### config.mk
export PLATFORM = sky130hd
export DESIGN_NAME = frame_check_seq_crc32
export DESIGN_NICKNAME = d
export VERILOG_FILES = /design/src/rtl/fcs_pkg.sv /design/src/rtl/frame_check_seq_crc32.sv
export SDC_FILE = /design/constraint.sdc
export NUM_CORES = 1
export LEC_CHECK = 0
export BUFFER_PORTS_ARGS = -buffer_cell sky130_fd_sc_hd__buf_2
export CORE_ASPECT_RATIO = 1.2
export CORE_MARGIN = 8
export CORE_UTILIZATION = 60
export CTS_CLUSTER_DIAMETER = 60
export CTS_CLUSTER_SIZE = 16
export DETAILED_ROUTE_END_ITERATION = 6
export PLACE_DENSITY = 0.8
export SYNTH_ARGS = -nofsm -noshare
export SYNTH_HDL_FRONTEND = slang
export SYNTH_SLANG_ARGS = --single-unit
### constraint.sdc
create_clock -name clk_sys -period 4.2 [get_ports clk_sys]
set_clock_uncertainty 0.2 [all_clocks]
set_input_delay 0.63 -clock clk_sys [delete_from_list [all_inputs] [get_ports clk_sys]]
set_output_delay 0.63 -clock clk_sys [all_outputs]
set_load 0.05 [all_outputs]
### src/rtl/fcs_pkg.sv
// constants and carrier types for the serial frame check value engine
// assumes one 50 MHz clock and bit-serial framing logic upstream
package fcs_pkg;
   localparam int          CRC_WIDTH     = 32;
   localparam int          INVERT_BITS   = 32;
   localparam int          FIFO_DEPTH    = 32;
   localparam int          CLK_PERIOD_NS = 20;
   // generator terms below x^32: 0,1,2,4,5,7,8,10,11,12,16,22,23,26
   localparam logic [31:0] GEN_POLY      = 32'h04C1_1DB7;
   localparam logic [31:0] CRC_RESET     = 32'h0000_0000;
   localparam logic [31:0] ALL_ONES      = 32'hFFFF_FFFF;
   localparam logic [5:0]  COUNT_RESET   = 6'h00;
   localparam logic [5:0]  INVERT_LIMIT  = 6'h20;

   // one frame bit with its framing marks
   typedef struct packed {
      logic start;
      logic last;
      logic data;
   } frame_bit_type;

   typedef enum logic [1:0] {
      IDLE,
      RUN,
      DONE
   } crc_state_type;
endpackage

### src/rtl/frame_check_seq_crc32.sv
// bit fifo and serial frame check value engine
// assumes framing logic presents one bit per valid/ready handshake, msb first
// How it works
// - leading thirty-two frame bits enter inverted
// - shorter frames have all bits inverted
// - first frame bit is highest coefficient
// - serial division register computes remainder
// - remainder inverted gives the check value
// - fixed degree-32 generator polynomial used
// - check value optional; caller may omit it
`timescale 1ns/10ps

module bit_fifo #(
   parameter int WIDTH = 3,
   parameter int DEPTH = 32
) (
   input  wire logic             clk_sys,
   input  wire logic             rst,
   input  wire logic             in_valid,
   output      logic             in_ready,
   input  wire logic [WIDTH-1:0] in_data,
   output      logic             out_valid,
   input  wire logic             out_ready,
   output      logic [WIDTH-1:0] out_data
);
   localparam int AW = $clog2(DEPTH);
   logic [WIDTH-1:0] mem [DEPTH];
   logic [AW-1:0]    wr_ptr;
   logic [AW-1:0]    rd_ptr;
   logic [AW:0]      fill;
   wire              push = in_valid && in_ready;
   wire              pop  = out_valid && out_ready;

   assign in_ready  = (fill != (AW+1)'(DEPTH));
   assign out_valid = (fill != '0);
   assign out_data  = mem[rd_ptr];

   always_ff @(posedge clk_sys) begin
      if (rst) begin
         wr_ptr <= '0;
         rd_ptr <= '0;
         fill   <= '0;
      end else begin
         if (push) wr_ptr <= AW'((wr_ptr + 1'b1) % DEPTH);
         if (pop)  rd_ptr <= AW'((rd_ptr + 1'b1) % DEPTH);
         fill <= fill + (AW+1)'(push) - (AW+1)'(pop);
      end
   end

   always_ff @(posedge clk_sys) begin
      if (push) mem[wr_ptr] <= in_data;
   end

   // occupancy and pointer bookkeeping
   a_fill_bound: assert property (@(posedge clk_sys) disable iff (rst)
      fill <= (AW+1)'(DEPTH))
      else $error("fifo fill above depth");
   a_ptr_gap: assert property (@(posedge clk_sys) disable iff (rst)
      wr_ptr == AW'(rd_ptr + fill))
      else $error("fifo pointers disagree with fill");
   a_fill_push: assert property (@(posedge clk_sys) disable iff (rst)
      (push && !pop) |=> fill == $past(fill) + (AW+1)'(1))
      else $error("fifo push not counted");
   a_fill_pop: assert property (@(posedge clk_sys) disable iff (rst)
      (pop && !push) |=> fill == $past(fill) - (AW+1)'(1))
      else $error("fifo pop not counted");
   a_fifo_reset: assert property (@(posedge clk_sys)
      rst |=> fill == '0)
      else $error("fifo not empty after reset");
endmodule

module frame_check_seq_crc32
   import fcs_pkg::*;
(
   input  wire logic          clk_sys,
   input  wire logic          rst,
   input  wire logic          bit_valid,
   output      logic          bit_ready,
   input  wire frame_bit_type bit_in,
   input  wire logic [31:0]   received_value,
   output      logic [31:0]   frame_check_value,
   output      logic          value_valid,
   output      logic          value_match
);
   crc_state_type state;
   frame_bit_type fbit;
   logic          f_valid;
   logic [31:0]   crc;
   logic [5:0]    count;
   logic [31:0]   next_crc;
   logic [31:0]   next_value;

   bit_fifo #(.WIDTH($bits(frame_bit_type)), .DEPTH(FIFO_DEPTH)) u_fifo (
      .clk_sys   (clk_sys),
      .rst       (rst),
      .in_valid  (bit_valid),
      .in_ready  (bit_ready),
      .in_data   (bit_in),
      .out_valid (f_valid),
      .out_ready (1'b1),
      .out_data  (fbit)
   );

   wire         take      = f_valid;
   wire         restart   = take && fbit.start;
   wire [31:0]  base      = restart ? CRC_RESET : crc;
   wire [5:0]   base_cnt  = restart ? COUNT_RESET : count;
   wire         invert    = (base_cnt < INVERT_LIMIT);
   wire         eff_bit   = fbit.data ^ invert;
   wire         feedback  = base[31] ^ eff_bit;
   assign next_crc   = {base[30:0], 1'b0} ^ (feedback ? GEN_POLY : CRC_RESET);
   assign next_value = next_crc ^ ALL_ONES;
   wire         accept    = take && (restart || state == RUN);

   always_ff @(posedge clk_sys) begin
      if (rst) begin
         state             <= IDLE;
         crc               <= CRC_RESET;
         count             <= COUNT_RESET;
         frame_check_value <= CRC_RESET;
         value_valid       <= 1'b0;
         value_match       <= 1'b0;
      end else begin
         value_valid <= 1'b0;
         if (accept) begin
            crc   <= next_crc;
            count <= invert ? base_cnt + 6'h01 : base_cnt;
            state <= fbit.last ? DONE : RUN;
            if (fbit.last) begin
               frame_check_value <= next_value;
               value_valid       <= 1'b1;
               value_match       <= (next_value == received_value);
            end
         end else if (state == DONE) begin
            state <= IDLE;
         end
      end
   end

   // value always produced; a caller that omits it ignores it

   a_valid_pulse: assert property (@(posedge clk_sys) disable iff (rst)
      value_valid |=> !value_valid || $past(accept && fbit.last))
      else $error("valid not tied to frame end");
   a_valid_cause: assert property (@(posedge clk_sys) disable iff (rst)
      (accept && fbit.last) |=> value_valid)
      else $error("frame end without result");
   a_value_inverted: assert property (@(posedge clk_sys) disable iff (rst)
      value_valid |-> frame_check_value == (crc ^ ALL_ONES))
      else $error("check value not inverted remainder");
   a_invert_lead: assert property (@(posedge clk_sys) disable iff (rst)
      (accept && base_cnt < INVERT_LIMIT) |-> eff_bit == !fbit.data)
      else $error("leading bit not inverted");
   a_pass_after: assert property (@(posedge clk_sys) disable iff (rst)
      (accept && base_cnt == INVERT_LIMIT) |-> eff_bit == fbit.data)
      else $error("later bit altered");
   a_count_cap: assert property (@(posedge clk_sys) disable iff (rst)
      count <= INVERT_LIMIT)
      else $error("inversion count overran");
   a_restart_clear: assert property (@(posedge clk_sys) disable iff (rst)
      (accept && fbit.start) |=> count == 6'h01)
      else $error("restart did not clear count");
   a_shift_poly: assert property (@(posedge clk_sys) disable iff (rst)
      (accept && !fbit.start && !feedback) |=> crc == {$past(crc[30:0]), 1'b0})
      else $error("division register shift wrong");
   a_poly_xor: assert property (@(posedge clk_sys) disable iff (rst)
      (accept && !fbit.start && feedback) |=>
         crc == ({$past(crc[30:0]), 1'b0} ^ GEN_POLY))
      else $error("generator not applied");
   a_match_flag: assert property (@(posedge clk_sys) disable iff (rst)
      value_valid |-> value_match == (frame_check_value == $past(received_value)))
      else $error("match flag wrong");

   // frame control and result holding
   a_crc_hold: assert property (@(posedge clk_sys) disable iff (rst)
      !accept |=> crc == $past(crc) && count == $past(count))
      else $error("division register moved without a bit");
   a_idle_drop: assert property (@(posedge clk_sys) disable iff (rst)
      (take && !restart && state != RUN) |=> state != RUN)
      else $error("bit without start opened a frame");
   a_idle_silent: assert property (@(posedge clk_sys) disable iff (rst)
      (take && !restart && state != RUN) |=> !value_valid)
      else $error("dropped bit produced a result");
   a_value_hold: assert property (@(posedge clk_sys) disable iff (rst)
      !value_valid |-> $stable(frame_check_value) && $stable(value_match))
      else $error("result changed between frame ends");
   a_count_step: assert property (@(posedge clk_sys) disable iff (rst)
      (accept && !restart && count < INVERT_LIMIT) |=> count == $past(count) + 6'h01)
      else $error("inversion count did not advance");
   a_invert_stop: assert property (@(posedge clk_sys) disable iff (rst)
      (accept && base_cnt >= INVERT_LIMIT) |=> count == INVERT_LIMIT)
      else $error("inversion count moved after lead");
   a_first_feedback: assert property (@(posedge clk_sys) disable iff (rst)
      restart |-> feedback == !fbit.data)
      else $error("first bit not inverted into cleared register");
   a_restart_seed: assert property (@(posedge clk_sys) disable iff (rst)
      restart |=> crc == ($past(feedback) ? GEN_POLY : CRC_RESET))
      else $error("restart did not seed division register");
   a_result_state: assert property (@(posedge clk_sys) disable iff (rst)
      value_valid |-> state == DONE)
      else $error("result outside frame end");
   a_done_return: assert property (@(posedge clk_sys) disable iff (rst)
      (state == DONE && !accept) |=> state == IDLE)
      else $error("engine stuck after frame end");
   a_ready_high: assert property (@(posedge clk_sys) disable iff (rst)
      bit_ready)
      else $error("input refused although fifo drains");
   a_reset_idle: assert property (@(posedge clk_sys)
      rst |=> state == IDLE && !value_valid && count == COUNT_RESET)
      else $error("reset did not clear engine");

   c_long_frame: cover property (@(posedge clk_sys) disable iff (rst)
      accept && fbit.last && base_cnt == INVERT_LIMIT);
   c_short_frame: cover property (@(posedge clk_sys) disable iff (rst)
      accept && fbit.last && base_cnt < INVERT_LIMIT);
   c_match: cover property (@(posedge clk_sys) disable iff (rst) value_valid && value_match);
   c_fifo_full: cover property (@(posedge clk_sys) disable iff (rst) !bit_ready);
   c_restart_mid: cover property (@(posedge clk_sys) disable iff (rst)
      take && fbit.start && state == RUN);
endmodule

==> flow_metrics.env <==
export IMPL_finalWorstSetupSlack_ns=0.3302
export IMPL_worstPathArrival_ns=4.04
export IMPL_ys_async_sr_fraction=0
export IMPL_cts_buffer_depth=2
export IMPL_ys_warnings_count=0
export IMPL_fin_crit_sh=0.9214
export IMPL_layout_commonest_cell="nor2_1"
export IMPL_ioPinCount=73
export IMPL_switching_share=0.4168
export IMPL_drt_total_wl_um=20470
export IMPL_netlist_area_um2=8800
export IMPL_crit_required_ns=4.37
export IMPL_syn_inst=837
export IMPL_postCtsHoldBufs=0
export IMPL_worstSetupEndpointType="register"
export IMPL_synth_avg_cell_area_um2=10.51
export IMPL_synth_mux_area_frac=0.08517
export IMPL_synth_flop_cell="edfxtp_1"
export IMPL_ys_seq_elements=191
export IMPL_routabilityCongestion=0.9076
export IMPL_synth_xor_area_share=0.04678
export IMPL_design_area_um2=9910
export IMPL_setup_worst_path_class="register to register"
export IMPL_mostFrequentLayoutCells="140 x nor2_1, 96 x edfxtp_1, 94 x dfxtp_1"
export IMPL_leakagePower_nw=3.550
export IMPL_cp_max_fo=30
export IMPL_grt_setup_unrepaired="false"
export IMPL_start_kind="register"
export IMPL_antenna_found_initial=0
export IMPL_hp_class="input pin to register"
export IMPL_reg2reg_depth=13
export IMPL_critPathTopFamily="simple AND/OR/NAND/NOR gates"
export IMPL_ant_nets=0
export IMPL_yosys_area_share_simple=0.1618
export IMPL_max_freq_ghz=0.2584
export IMPL_num_rows=48
export IMPL_synth_edf_count=96
export IMPL_first_iter_violations=589
export IMPL_grt_pass1_vias=6400
export IMPL_clkSinkCount=191
export IMPL_dp_hpwl_um=14390
export IMPL_vdd_ir_drop_max_v=0.0004226
export IMPL_p_sw_mw=3.060
export IMPL_drc=0
export IMPL_synth_distinct_cells=59
export IMPL_cts_setup_buffers=0
export IMPL_slew_limit_headroom=0.4920
export IMPL_hold_ws_ns=0.2294
export IMPL_synth_top_family_by_area="simple AND/OR/NAND/NOR gates"
export IMPL_cts_max_level=4
export IMPL_drt_pass1_iter_count=5
export IMPL_cpPeakStageDelay_ns=0.61
export IMPL_status="completed"
export IMPL_cp_slowest_cell="dfxtp_2"
export IMPL_place_ws_ns=0.2149
export IMPL_cap_violations=0
export IMPL_rr_endpoint="value_match"
export IMPL_slew_viol_final=0
export IMPL_combinationalPowerShare=0.444
export IMPL_power_density_nw_per_um2=741.0
export IMPL_drive_gt1_frac=0.1573
export IMPL_dieHeight_um=148.7
export IMPL_cts_inserted_buffers=17
export IMPL_grt_total_usage=0.2211
export IMPL_tightest_slew_ns=0.7621
export IMPL_nets=950
export IMPL_endpoint="value_match"
export IMPL_hold_viol_final=0
export IMPL_crit_chain="buf_4 -> mux2i_1 -> a22oi_1 -> nand3_1 -> nand2_1 -> o21ai_4 -> buf_4 -> nand2_1 -> o22a_1 -> o21ai_0 -> nand4b_1 -> or4_1 -> o21ai_1"
export IMPL_dieArea_um2=18810
export IMPL_grt_ovfl_total=0
export IMPL_ys_seq_area_frac=0.5437
export IMPL_grt_max_degree=73
export IMPL_insertion_delay_ns=0.44
export IMPL_die_x_um=126.6
export IMPL_synth_fa_ha_area_frac=0.02360
export IMPL_crit_buf_inv=2
export IMPL_setup_violations=0
export IMPL_p_clk_frac=0.214
export IMPL_total_power_mw=7.343
export IMPL_wl_per_cell_um=18.87
export IMPL_fp_coreArea_um2=14350
export IMPL_viasPerCell=6.054
export IMPL_cts_resized=0
export IMPL_syn_nets=891
export IMPL_tritoncts="done"
export IMPL_cts_root_buf="clkbuf_16"
export IMPL_port_buffers=72
export IMPL_synthToLayoutAreaGrowth_pct=12.61
export IMPL_place_area_um2=9324
export IMPL_min_period_ns=3.870
export IMPL_p_int_mw=4.283
export IMPL_grt_pass1_wl_um=32950
export IMPL_start_util=0.6131
export IMPL_path_clk_slew_ns=0.07
export IMPL_synth_compound_gate_area_share=0.1075
export IMPL_seq_power_share=0.342
export IMPL_r2r_slack_ns=0.33
export IMPL_via_count=6569
export IMPL_setup_tns_ns=0
export IMPL_path_depth=13
==> cell families after synthesis <==
kind of cell | after synthesis
AO/OA/AOI/OAI | 146
adder cells (fa/ha/maj) | 16
AND/OR/NAND/NOR | 310
multiplexers | 58
XOR/XNOR | 47
buffers and inverters | 69
flip-flops | 191
==> layer usage <==
layer | vias to the layer above | GRT usage | wire [µm]
li1 | 3133 | - | -
met1 | 3151 | 0.2636 | 8362
met2 | 246 | 0.3767 | 10250
met3 | 39 | 0.05086 | 1326
met4 | 0 | 0.09283 | 530
met5 | - | 0 | 0
==> power groups by stage <==
stage                     Combinational [mW]  Clock [mW]  Sequential, mW
after floorplan                         2.07           0            2.94
after global placement                  3.18           0            2.54
after detailed placement                3.23           0            2.55
after CTS                               3.24        1.58            2.51
after global routing                    3.55        1.66            2.55
final                                   3.26        1.57            2.51
==> cells in the mapped netlist, types with 5 or more instances <==
cell / number / area, µm²
nor3_1: 6 / 30.03
dfxtp_1: 95 / 1902
buf_2: 5 / 25.02
nand2_1: 84 / 315.3
a311oi_1: 18 / 157.7
or3_1: 6 / 37.54
clkbuf_1: 38 / 142.6
a32oi_1: 11 / 96.34
nand3_1: 16 / 80.08
nor2_1: 141 / 529.3
xor2_1: 21 / 183.9
nor2b_1: 7 / 43.79
xnor2_1: 26 / 227.7
nand2b_1: 7 / 43.79
mux2i_1: 40 / 400.4
or4bb_1: 8 / 90.09
o21ai_0: 34 / 170.2
nand4_1: 5 / 31.28
mux4_2: 13 / 292.8
a21oi_1: 43 / 215.2
and2_1: 5 / 31.28
nand3b_1: 6 / 45.04
a31oi_1: 5 / 31.28
inv_1: 20 / 75.07
ha_1: 15 / 187.7
edfxtp_1: 96 / 2883
mux2_2: 5 / 56.30
==> state kept, by name, indices dropped and copies added, names as in the netlist, named ones only <==
| register | cells |
|---|---|
| u_fifo.wr_ptr | 5 |
| value_valid | 1 |
| u_fifo.mem | 96 |
| state | 2 |
| value_match | 1 |
| frame_check_value | 32 |
| count | 6 |
| crc | 32 |
| u_fifo.rd_ptr | 5 |
| u_fifo.fill | 6 |
==> area by class of cell <==
| cell class | instances | area, µm² |
|---|---|---|
| multi-input cells | 577 | 3771 |
| diodes | 1 | 2.502 |
| well taps | 175 | 219.0 |
| clock buffers | 18 | 429.2 |
| fillers | 1043 | 4444 |
| flip-flops and latches | 191 | 4786 |
| clock inverters | 14 | 138.9 |
| inverters | 20 | 75.07 |
| repair buffers | 89 | 488.0 |
==> through the flow <==
step                      cells    util
final                      1085  0.6904
after CTS                  1082  0.6892
after global routing       1084  0.6902
after floorplan             837       -
after global placement     1050  0.6496
after detailed placement   1050  0.6496
==> worst min-delay path by stage <==
stage,slack [ns],depth (start not counted),endpoint,start
6_report,0.23,2,value_valid,rst
5_1_grt,0.22,2,value_valid,rst
4_1_cts,0.21,2,value_valid,rst
3_5_place_dp,0.25,2,value_match,value_match
3_3_place_gp,0.26,2,value_match,value_match
2_1_floorplan,0.25,2,crc[3],crc[3]
No activity file was read; power rests on OpenSTA's default activity.
